**src/shared/rx_pkg.sv**
```systemverilog
// Constants and types shared by both ends of the receive back end link.
// Assumes one clock domain for the device and the capturing end, and
// that the capturing end is fed the device's output clock enables.
// Contract
// - Enabled decimator: 11-tap half-band, one out per two.
// - Decimator bypass passes samples at full rate.
// - Hilbert transform applied to channel B stream.
// - Hilbert mode combines A with shifted B.
// - Hilbert passband 25 to 75 percent, ripple small.
// - Configurer keeps Hilbert input at most 32 MSPS.
// - Output coding twos complement or offset binary.
// - Interleave both channels onto one converter-width bus.
// - Channel tag marks A or B per word.
// - Otherwise drive two parallel converter-width buses.
// - Capturer latches words on selected output clock.
// - Paths enabled at reset, each with power-down bit.
// - Shared reference set by bit one of register four.
// - Channel tag valid when decimated and interleaved.
// - Interleaved words share bus A at double rate.
// - Rate halving samples at clock or half clock.
package rx_pkg;
    localparam int DW = 12;
    localparam int FIFO_DEPTH = 32;
    localparam int FIFO_AW = 5;
    localparam int HB_TAPS = 11;
    localparam int HIL_TAPS = 7;
    localparam int COEF_W = 10;
    localparam int COEF_FRAC = 9;
    localparam logic [7:0] REG_PWRDN_IDX = 8'h01;
    localparam logic [7:0] REG_SHREF_IDX = 8'h04;
    localparam int SHREF_BIT = 1;
    localparam logic [1:0] PWRDN_RESET = 2'h0;
    localparam int ACC_W = DW + COEF_W + 4;
    // Half-band coefficients, scaled by 2^COEF_FRAC; odd taps off centre are zero.
    localparam logic signed [COEF_W-1:0] HB_COEF [HB_TAPS] = '{
        10'sh006, 10'sh000, -10'sh020, 10'sh000, 10'sh09A, 10'sh100,
        10'sh09A, 10'sh000, -10'sh020, 10'sh000, 10'sh006};
    // Antisymmetric Hilbert coefficients, passband 25 to 75 percent of Nyquist.
    localparam logic signed [COEF_W-1:0] HIL_COEF [HIL_TAPS] = '{
        -10'sh036, 10'sh000, -10'sh0A3, 10'sh000, 10'sh0A3, 10'sh000, 10'sh036};
    typedef logic [DW-1:0] word_t;
    typedef struct packed {
        word_t a;
        word_t b;
    } pair_s;
    function automatic word_t sat_shift(input logic signed [ACC_W-1:0] acc);
        logic signed [ACC_W-1:0] s;
        s = acc >>> COEF_FRAC;
        if (s > $signed({{(ACC_W-DW+1){1'b0}}, {(DW-1){1'b1}}})) begin
            return {1'b0, {(DW-1){1'b1}}};
        end else if (s < -$signed({{(ACC_W-DW){1'b0}}, 1'b1, {(DW-1){1'b0}}})) begin
            return {1'b1, {(DW-1){1'b0}}};
        end
        return s[DW-1:0];
    endfunction : sat_shift
endpackage : rx_pkg

```
**src/shared/rx_link_if.sv**
```systemverilog
// Link between the receive back end and the capturing end.
// Assumes both ends run on the same core clock.
`timescale 1ns/1ps
interface rx_link_if;
    import rx_pkg::*;
    logic  primary_output_clock;
    logic  secondary_output_clock;
    word_t bus_a;
    word_t bus_b;
    logic  channel_tag_out;
    logic  word_valid;
    logic  word_ready;
    logic  interleave;
    modport dev (output primary_output_clock, output secondary_output_clock, output bus_a, output bus_b,
                 output channel_tag_out, output word_valid, output interleave, input word_ready);
    modport cap (input primary_output_clock, input secondary_output_clock, input bus_a, input bus_b,
                 input channel_tag_out, input word_valid, input interleave, output word_ready);
endinterface : rx_link_if

```
**src/rx_back_end.sv**
```systemverilog
// Device end: decimator, Hilbert combiner, format and output multiplexer.
// Assumes ADC samples arrive on the core clock with a sample strobe, and
// configuration bits are static for several sample pairs.
`timescale 1ns/1ps
module rx_back_end
    import rx_pkg::*;
(
    input  wire logic         MCLK_I,
    input  wire logic         ARST_N_I,
    input  wire rx_pkg::word_t ADC_A_I,
    input  wire rx_pkg::word_t ADC_B_I,
    input  wire logic         ADC_STB_I,
    input  wire logic         DECIM_EN_I,
    input  wire logic         HILBERT_EN_I,
    input  wire logic         TWOS_COMP_I,
    input  wire logic         INTERLEAVE_I,
    input  wire logic         SAMPLE_RATE_HALVE_I,
    input  wire logic         CLK_SEL_I,
    input  wire logic         REG_WR_I,
    input  wire logic [7:0]   REG_ADDR_I,
    input  wire logic [7:0]   REG_WDATA_I,
    output logic [7:0]        REG_RDATA_O,
    output logic [1:0]        PATH_PWRDN_O,
    output logic              SHARED_REF_O,
    output logic              SAMPLE_TAKE_O,
    rx_link_if.dev            link
);
    import rx_pkg::*;
    typedef enum logic [1:0] {OUT_IDLE, OUT_B} out_e;
    word_t                  dla_r [HB_TAPS];
    word_t                  dlb_r [HB_TAPS];
    word_t                  dla_nxt [HB_TAPS];
    word_t                  dlb_nxt [HB_TAPS];
    word_t                  hil_r [HIL_TAPS];
    word_t                  hil_nxt [HIL_TAPS];
    logic                   ph_r, ph_nxt, div_r, div_nxt;
    logic                   dec_r, hil_r_en, fmt_r, il_r, cfg_dec, cfg_hil, cfg_fmt, cfg_il;
    logic [1:0]             pwr_r, pwr_nxt;
    logic                   shref_r, shref_nxt;
    logic                   take;
    logic                   stage_vld;
    word_t                  stage_a, stage_b, hil_out, comb_a;
    pair_s                  fin, fout;
    logic                   fin_vld, fin_rdy, fout_vld, fout_rdy;
    out_e                   st_r, st_nxt;
    word_t                  bus_a_r, bus_a_nxt, bus_b_r, bus_b_nxt;
    logic                   tag_r, tag_nxt, wv_r, wv_nxt, clk_r, clk_nxt;

    function automatic word_t fir_hb(input word_t d [HB_TAPS]);
        logic signed [ACC_W-1:0] acc;
        acc = '0;
        for (int i = 0; i < HB_TAPS; i++) begin
            acc = acc + ACC_W'($signed(d[i]) * HB_COEF[i]);
        end
        return sat_shift(acc);
    endfunction : fir_hb

    function automatic word_t fmt(input word_t w, input logic twos);
        return twos ? w : {~w[DW-1], w[DW-2:0]};
    endfunction : fmt

    // Rate halving skips every second strobe.
    assign take = ADC_STB_I && (!SAMPLE_RATE_HALVE_I || div_r);
    assign SAMPLE_TAKE_O = take;

    always_comb begin
        div_nxt = ADC_STB_I ? ~div_r : div_r;
        ph_nxt  = ph_r;
        dla_nxt = dla_r;
        dlb_nxt = dlb_r;
        if (take) begin
            dla_nxt[0] = ADC_A_I;
            dlb_nxt[0] = ADC_B_I;
            for (int i = 1; i < HB_TAPS; i++) begin
                dla_nxt[i] = dla_r[i-1];
                dlb_nxt[i] = dlb_r[i-1];
            end
            ph_nxt = ~ph_r;
        end
    end

    // Decimated output fires on one phase only; bypass fires on every sample.
    always_comb begin
        stage_vld = take && (!dec_r || ph_r);
        stage_a   = dec_r ? fir_hb(dla_nxt) : ADC_A_I;
        stage_b   = dec_r ? fir_hb(dlb_nxt) : ADC_B_I;
    end

    // Antisymmetric FIR gives the quadrature shift; A is used undelayed, not aligned to its centre tap.
    always_comb begin
        logic signed [ACC_W-1:0] acc;
        acc = '0;
        hil_nxt = hil_r;
        if (stage_vld) begin
            hil_nxt[0] = stage_b;
            for (int i = 1; i < HIL_TAPS; i++) begin
                hil_nxt[i] = hil_r[i-1];
            end
        end
        for (int i = 0; i < HIL_TAPS; i++) begin
            acc = acc + ACC_W'($signed(hil_nxt[i]) * HIL_COEF[i]);
        end
        hil_out = sat_shift(acc);
        comb_a  = word_t'(($signed(stage_a) >>> 1) + ($signed(hil_out) >>> 1));
    end

    // Config is sampled only when a pair is complete so no word mixes settings.
    assign cfg_dec = (take && (ph_r || !dec_r)) ? DECIM_EN_I : dec_r;
    assign cfg_hil = stage_vld ? HILBERT_EN_I : hil_r_en;
    assign cfg_fmt = stage_vld ? TWOS_COMP_I : fmt_r;
    assign cfg_il  = (st_r == OUT_IDLE) ? INTERLEAVE_I : il_r;

    // The pair that closes a boundary already uses the Hilbert and format settings taken at that boundary.
    assign fin.a   = fmt(cfg_hil ? comb_a : stage_a, cfg_fmt);
    assign fin.b   = fmt(stage_b, cfg_fmt);
    assign fin_vld = stage_vld;

    rx_fifo #(.W($bits(pair_s)), .DEPTH(FIFO_DEPTH), .AW(FIFO_AW)) u_fifo (
        .MCLK_I      (MCLK_I),
        .ARST_N_I    (ARST_N_I),
        .IN_DATA_I   (fin),
        .IN_VALID_I  (fin_vld),
        .IN_READY_O  (fin_rdy),
        .OUT_DATA_O  (fout),
        .OUT_VALID_O (fout_vld),
        .OUT_READY_I (fout_rdy)
    );

    // Output mux: A word then B word on bus A when interleaved.
    // The word leaving the idle state is routed by the same setting that goes out with it.
    assign fout_rdy = link.word_ready && ((st_r == OUT_B) || (!cfg_il && st_r == OUT_IDLE));
    always_comb begin
        st_nxt    = st_r;
        bus_a_nxt = bus_a_r;
        bus_b_nxt = bus_b_r;
        tag_nxt   = tag_r;
        wv_nxt    = 1'b0;
        clk_nxt   = 1'b0;
        case (st_r)
            OUT_IDLE: begin
                if (fout_vld && link.word_ready) begin
                    wv_nxt    = 1'b1;
                    clk_nxt   = 1'b1;
                    bus_a_nxt = fout.a;
                    tag_nxt   = 1'b0;
                    if (cfg_il) begin
                        st_nxt = OUT_B;
                    end else begin
                        bus_b_nxt = fout.b;
                    end
                end
            end
            OUT_B: begin
                if (link.word_ready) begin
                    wv_nxt    = 1'b1;
                    clk_nxt   = 1'b1;
                    bus_a_nxt = fout.b;
                    tag_nxt   = 1'b1;
                    st_nxt    = OUT_IDLE;
                end
            end
            default: st_nxt = OUT_IDLE;
        endcase
    end

    always_comb begin
        pwr_nxt   = pwr_r;
        shref_nxt = shref_r;
        if (REG_WR_I && REG_ADDR_I == REG_PWRDN_IDX) begin
            pwr_nxt = REG_WDATA_I[1:0];
        end else if (REG_WR_I && REG_ADDR_I == REG_SHREF_IDX) begin
            shref_nxt = REG_WDATA_I[SHREF_BIT];
        end
        if (REG_ADDR_I == REG_PWRDN_IDX) begin
            REG_RDATA_O = {6'h00, pwr_r};
        end else if (REG_ADDR_I == REG_SHREF_IDX) begin
            REG_RDATA_O = {6'h00, shref_r, 1'b0};
        end else begin
            REG_RDATA_O = 8'h00;
        end
    end

    always_ff @(posedge MCLK_I or negedge ARST_N_I) begin
        if (!ARST_N_I) begin
            for (int i = 0; i < HB_TAPS; i++) begin
                dla_r[i] <= '0;
                dlb_r[i] <= '0;
            end
            for (int i = 0; i < HIL_TAPS; i++) begin
                hil_r[i] <= '0;
            end
            ph_r     <= 1'b0;
            div_r    <= 1'b0;
            dec_r    <= 1'b0;
            hil_r_en <= 1'b0;
            fmt_r    <= 1'b1;
            il_r     <= 1'b0;
            pwr_r    <= PWRDN_RESET;
            shref_r  <= 1'b0;
            st_r     <= OUT_IDLE;
            bus_a_r  <= '0;
            bus_b_r  <= '0;
            tag_r    <= 1'b0;
            wv_r     <= 1'b0;
            clk_r    <= 1'b0;
        end else begin
            dla_r    <= dla_nxt;
            dlb_r    <= dlb_nxt;
            hil_r    <= hil_nxt;
            ph_r     <= cfg_dec != dec_r ? 1'b0 : ph_nxt;
            div_r    <= div_nxt;
            dec_r    <= cfg_dec;
            hil_r_en <= cfg_hil;
            fmt_r    <= cfg_fmt;
            il_r     <= cfg_il;
            pwr_r    <= pwr_nxt;
            shref_r  <= shref_nxt;
            st_r     <= st_nxt;
            bus_a_r  <= bus_a_nxt;
            bus_b_r  <= bus_b_nxt;
            tag_r    <= tag_nxt;
            wv_r     <= wv_nxt;
            clk_r    <= clk_nxt;
        end
    end

    // A full FIFO drops new pairs; the capturer must keep word_ready high on average.
    assign PATH_PWRDN_O                = pwr_r;
    assign SHARED_REF_O                = shref_r;
    assign link.bus_a                  = bus_a_r;
    assign link.bus_b                  = bus_b_r;
    assign link.channel_tag_out        = tag_r;
    assign link.word_valid             = wv_r;
    assign link.interleave             = il_r;
    assign link.primary_output_clock   = clk_r && !CLK_SEL_I;
    assign link.secondary_output_clock = clk_r && CLK_SEL_I;
endmodule : rx_back_end

```
**src/rx_fifo.sv**
```systemverilog
// Synchronous FIFO with valid and ready on both sides.
// Assumes a single clock and asynchronous active-low reset.
`timescale 1ns/1ps
module rx_fifo #(
    parameter int W = 24,
    parameter int DEPTH = 32,
    parameter int AW = 5
) (
    input  wire logic         MCLK_I,
    input  wire logic         ARST_N_I,
    input  wire logic [W-1:0] IN_DATA_I,
    input  wire logic         IN_VALID_I,
    output logic              IN_READY_O,
    output logic [W-1:0]      OUT_DATA_O,
    output logic              OUT_VALID_O,
    input  wire logic         OUT_READY_I
);
    logic [W-1:0] mem [DEPTH];
    logic [AW:0]  wp_r, wp_nxt, rp_r, rp_nxt;
    logic         push, pop;
    assign IN_READY_O  = (wp_r - rp_r) != (AW+1)'(DEPTH);
    assign OUT_VALID_O = wp_r != rp_r;
    assign OUT_DATA_O  = mem[rp_r[AW-1:0]];
    assign push = IN_VALID_I && IN_READY_O;
    assign pop  = OUT_VALID_O && OUT_READY_I;
    always_comb begin
        wp_nxt = push ? wp_r + 1'b1 : wp_r;
        rp_nxt = pop ? rp_r + 1'b1 : rp_r;
    end
    always_ff @(posedge MCLK_I or negedge ARST_N_I) begin
        if (!ARST_N_I) begin
            wp_r <= '0;
            rp_r <= '0;
        end else begin
            wp_r <= wp_nxt;
            rp_r <= rp_nxt;
        end
    end
    // Storage has no reset so it can map to RAM.
    always_ff @(posedge MCLK_I) begin
        if (push) begin
            mem[wp_r[AW-1:0]] <= IN_DATA_I;
        end
    end
endmodule : rx_fifo

```
**src/flat_wrapper.sv**
```systemverilog
// flat-port wrapper written by rule: the top's interface ports become plain ports
module rx_back_end_flat import rx_pkg::*;
  (MCLK_I, ARST_N_I, ADC_A_I, ADC_B_I, ADC_STB_I, DECIM_EN_I, HILBERT_EN_I, TWOS_COMP_I, INTERLEAVE_I, SAMPLE_RATE_HALVE_I, CLK_SEL_I, REG_WR_I, REG_ADDR_I, REG_WDATA_I, REG_RDATA_O, PATH_PWRDN_O, SHARED_REF_O, SAMPLE_TAKE_O, link_primary_output_clock, link_secondary_output_clock, link_bus_a, link_bus_b, link_channel_tag_out, link_word_valid, link_interleave, link_word_ready);
  rx_link_if link_i ();
  input  wire logic MCLK_I;
  input  wire logic ARST_N_I;
  input  wire rx_pkg::word_t ADC_A_I;
  input  wire rx_pkg::word_t ADC_B_I;
  input  wire logic ADC_STB_I;
  input  wire logic DECIM_EN_I;
  input  wire logic HILBERT_EN_I;
  input  wire logic TWOS_COMP_I;
  input  wire logic INTERLEAVE_I;
  input  wire logic SAMPLE_RATE_HALVE_I;
  input  wire logic CLK_SEL_I;
  input  wire logic REG_WR_I;
  input  wire logic [7:0] REG_ADDR_I;
  input  wire logic [7:0] REG_WDATA_I;
  output logic [7:0] REG_RDATA_O;
  output logic [1:0] PATH_PWRDN_O;
  output logic SHARED_REF_O;
  output logic SAMPLE_TAKE_O;
  output wire logic [$bits(link_i.primary_output_clock)-1:0] link_primary_output_clock;
  output wire logic [$bits(link_i.secondary_output_clock)-1:0] link_secondary_output_clock;
  output wire logic [$bits(link_i.bus_a)-1:0] link_bus_a;
  output wire logic [$bits(link_i.bus_b)-1:0] link_bus_b;
  output wire logic [$bits(link_i.channel_tag_out)-1:0] link_channel_tag_out;
  output wire logic [$bits(link_i.word_valid)-1:0] link_word_valid;
  output wire logic [$bits(link_i.interleave)-1:0] link_interleave;
  input wire logic [$bits(link_i.word_ready)-1:0] link_word_ready;
  assign link_primary_output_clock = link_i.primary_output_clock;
  assign link_secondary_output_clock = link_i.secondary_output_clock;
  assign link_bus_a = link_i.bus_a;
  assign link_bus_b = link_i.bus_b;
  assign link_channel_tag_out = link_i.channel_tag_out;
  assign link_word_valid = link_i.word_valid;
  assign link_interleave = link_i.interleave;
  assign link_i.word_ready = link_word_ready;
  rx_back_end u_core (.MCLK_I(MCLK_I), .ARST_N_I(ARST_N_I), .ADC_A_I(ADC_A_I), .ADC_B_I(ADC_B_I), .ADC_STB_I(ADC_STB_I), .DECIM_EN_I(DECIM_EN_I), .HILBERT_EN_I(HILBERT_EN_I), .TWOS_COMP_I(TWOS_COMP_I), .INTERLEAVE_I(INTERLEAVE_I), .SAMPLE_RATE_HALVE_I(SAMPLE_RATE_HALVE_I), .CLK_SEL_I(CLK_SEL_I), .REG_WR_I(REG_WR_I), .REG_ADDR_I(REG_ADDR_I), .REG_WDATA_I(REG_WDATA_I), .REG_RDATA_O(REG_RDATA_O), .PATH_PWRDN_O(PATH_PWRDN_O), .SHARED_REF_O(SHARED_REF_O), .SAMPLE_TAKE_O(SAMPLE_TAKE_O), .link(link_i));
endmodule
```
**config.mk**
```make
export PLATFORM = sky130hd
export DESIGN_NAME = rx_back_end_flat
export DESIGN_NICKNAME = d
export VERILOG_FILES = /design/src/shared/rx_pkg.sv /design/src/shared/rx_link_if.sv /design/src/rx_back_end.sv /design/src/rx_fifo.sv /design/src/flat_wrapper.sv
export SDC_FILE = /design/constraint.sdc
export NUM_CORES = 2
export LEC_CHECK = 0
export BUFFER_PORTS_ARGS = -buffer_cell sky130_fd_sc_hd__buf_2
export CELL_PAD_IN_SITES_DETAIL_PLACEMENT = 0
export CELL_PAD_IN_SITES_GLOBAL_PLACEMENT = 1
export CORE_ASPECT_RATIO = 2
export CORE_MARGIN = 4
export CORE_UTILIZATION = 54
export DETAILED_ROUTE_END_ITERATION = 10
export GPL_TIMING_DRIVEN = 0
export PLACE_DENSITY = 0.79
export SETUP_SLACK_MARGIN = 0.3
export SYNTH_ARGS = -nofsm -noshare
export SYNTH_HDL_FRONTEND = slang
export SYNTH_SLANG_ARGS = --single-unit
```
**constraint.sdc**
```tcl
create_clock -name MCLK_I -period 26 [get_ports MCLK_I]
set_clock_uncertainty 0.05 [all_clocks]
set_input_delay 1.3 -clock MCLK_I [delete_from_list [all_inputs] [get_ports MCLK_I]]
set_output_delay 1.3 -clock MCLK_I [all_outputs]
set_load 0.02 [all_outputs]
```
==> flow_summary.yaml <==
synthesis:
  yosys.area_share.simple_pct: 6.87
  synth-edff-count: 768
  synth_cell_types: 92
  netlist_top_cells_area: "edfxtp_1 33%, dfrtp_1 14%, fa_1 12%"
  main_combinational_cell_family_by_area_after_synthesis: "adder cells"
  ys_async_sr_fraction_pct: 34.0
  ys_dominant_reg_cell: "edfxtp_1"
  synth_area_leader_cell: "edfxtp_1"
  postSynthCellCount: 5450
  yosysMostFrequentCell: "inv_1"
  ys_seq_area_share_pct: 46.9
  ys_top_cells_by_count: "773 x inv_1, 768 x edfxtp_1, 738 x nand2_1"
  avgSynthCellArea_um2: 12.9
  synth.mux.area_fraction_pct: 10.3
  netlist.area_leader.share_pct: 32.8
  synth_adder_area_share_pct: 22.4
  synthesis.area_um2: 70300
  synth_compound_area_share_pct: 4.94
  ys_ff_latch: 1164
  yosys_warnings: 0
  synth_xor_area_share_pct: 3.32
drt:
  finalWirelength_um: 205000
  antenna_left: 0
  drt_first_iter_violations: 2803
  detail_route.first_pass.iterations: 7
  per_cell_routed_wire_length_um: 27.4
  drt_drc_violations_left: 0
  via_count: 43300
  avgViaCountPerCell: 5.80
clock_tree:
  clock_sink_count: 1164
  cts_made_buffers: 99
  hold_bufs_at_cts: 0
  htreeDepth: 3
  cts_tree: "done"
  root_buffer_cell: "clkbuf_16"
  worst_setup_hold_path_clk_slew_ns: 0.07
  max-clock-path-buffers: 3
  clock_latency_ns: 0.75
final_layout:
  post_layout_nonfiller_instances: 7476
  drive_above_1_share_pct: 12.9
  finish.utilization_pct: 60.1
  syn2layout_area_growth_pct: 10.8
  fin_nets: 6757
grt:
  initial_antenna_violation_count: 2
  globalRoute.totalOverflow: 0
  groute.usage.overall_pct: 30.4
  grt_first_pass_wirelength_um: 302000
  number_of_global_route_vias_before_repair: 47200
  grt_start_max_net_pins: 119
setup_path:
  timing.critical_path.max_delay_family: "compound AO/OA/AOI/OAI gates"
  max_stage_delay_ns: 0.83
  timing.critical_path.buf_inv: 18
  critical-path-slowest-cell: "clkbuf_1"
  startpoint_type: "input port"
  classification_of_the_worst_setup_path: "in -> reg"
  worst-endpoint-arrival_ns: 25.09
  cell_count_of_the_worst_reg_to_reg_path: 90
  worst_ep_required_time_ns: 26.43
  worstSetupPathDepth: 91
  timing.critical_path.to_type: "register"
  critPathMaxFanout: 33
floorplanning:
  io_pins: 92
  die-height_um: 518
  die_area_um2: 136000
  initial_core_util_pct: 54.2
  floorplan.rows: 187
  die_w_um: 263
  core_um2: 130000
timing:
  finalSetupTns_ns: 0
  final-setup-viol-count: 0
  maxSlewViolCount: 0
  final_period_minus_worst_setup_slack_ns: 24.67
  maxClockFrequency_mhz: 40.5
  timing_worst_slew_pin_value_ns: 1.42
  max-slew-margin-rel_pct: 5.18
  fin_crit_sh_pct: 94.9
  rsz0062_at_grt: "false"
  hold_viol: 0
placement:
  placedCellCount: 7289
  gp_congestion: 0.937
  half_perimeter_wire_length_after_placement_um: 161000
  portBuffers: 78
hold_path:
  min_path_cells: 2
  hold_path_class: "reg -> reg"
run:
  drv_cap: 0
run_status:
  run_status: "finished clean"
==> logic make-up (layout without fill, tap and decap cells) <==
family / count (synthesis) / in the layout
buf+inv: 932 / 1250
mux: 410 / 410
other cells: 1 / 7
flops: 1164 / 1164
fa+ha+maj: 1010 / 1010
compound gates: 552 / 553
simple gates: 1125 / 1125
xor+xnor: 256 / 256
==> path summary, 6_finish.rpt <==
kind / from / end / slack (ns)
setup / recovery: SAMPLE_RATE_HALVE_I / u_core.u_fifo.mem[9][23]$_DFFE_PP_ / 1.33
hold / removal: u_core.dla_r[25]$_DFF_PN0_ / u_core.dla_r[13]$_DFFE_PN0P_ / 0.41
setup reg to reg: u_core.div_r$_DFFE_PN0P_ / u_core.u_fifo.mem[9][23]$_DFFE_PP_ / 1.55
hold reg to reg: u_core.dla_r[25]$_DFF_PN0_ / u_core.dla_r[13]$_DFFE_PN0P_ / 0.41
max in group asynchronous: ARST_N_I / u_core.dlb_r[123]$_DFF_PN0_ / 24.22
min in group asynchronous: ARST_N_I / u_core.PATH_PWRDN_O[1]$_DFFE_PN0P_ / 0.57
==> what timing repair did <==
item | in CTS | in global routing
resized for setup | 12 | 8
buffers inserted | 0 | 7
pin swaps | 0 | 4
cloned | 0 | 1
setup endpoints to repair | 320 | 160
==> area by class of cell <==
class / instances / area [µm²]
timing repair buffer: 140 / 1580
inverter: 783 / 2950
buffer: 148 / 706
clock buffer: 112 / 2610
tap: 1701 / 2130
sequential: 1164 / 33000
multi-input combinational: 3360 / 34200
antenna: 1 / 2.50
clock inverter: 67 / 741
fill: 10400 / 51700
==> flip-flops by register name, indices dropped and copies added, names as in the netlist <==
name,flops
u_core.link.bus_a,12
u_core.link.interleave,1
u_core.st_r,1
u_core.u_fifo.rp_r,6
u_core.hil_r,84
u_core.link.word_valid,1
u_core.u_fifo.mem,768
u_core.hil_r_en,1
u_core.ph_r,1
u_core.dlb_r,132
u_core.SHARED_REF_O,1
u_core.div_r,1
u_core.dec_r,1
u_core.PATH_PWRDN_O,2
u_core.dla_r,132
u_core.link.channel_tag_out,1
u_core.u_fifo.wp_r,6
u_core.fmt_r,1
u_core.link.bus_b,12
==> layer usage <==
layer,GRT usage (%),wire length (µm),vias up
met2,58.1,113000,1469
met1,27.7,60000,21900
met5,0,0,-
met4,26.9,23700,0
met3,3.23,8230,649
li1,-,-,19300
==> metrics by stage <==
stage	setup slack [ns]	instance area (µm²)	hold slack (ns)
after global placement	-7.75	72800	0.394
after global routing	0.320	77900	0.432
after floorplan	3.08	70300	0.385
after detailed placement	-2.33	74400	0.398
after CTS	0.444	77800	0.399
final	1.33	77900	0.408
==> cells in the final DEF (no fill, tap or decap), types with 20 or more instances in the layout <==
master       n
mux2_2      65
buf_1       27
nand3_1     40
o21a_1      24
xor2_1      60
inv_1      773
o21ai_0    143
fa_1       418
nor2b_1     50
nand2_1    738
a21o_1      50
nor2_1     115
buf_2       80
buf_12      21
nor3_1      29
clkbuf_1    94
xnor2_1    184
clkbuf_16  102
dfrtp_1    395
ha_1       592
buf_4       24
o21ai_1     21
nand2b_1    33
mux2i_1     95
buf_16      20
mux4_2     240
edfxtp_1   768
nor2_4      33
a21oi_1    151
==> tightest hold or removal path, cell delays in order (launching register included) <==
cell	delay, ns
dfrtp_1	0.35
nand2_1	0.06
nand2_1	0.05
Power is not shown: default switching activity piles up to over one toggle a cycle in this logic, so the estimate is an artifact.
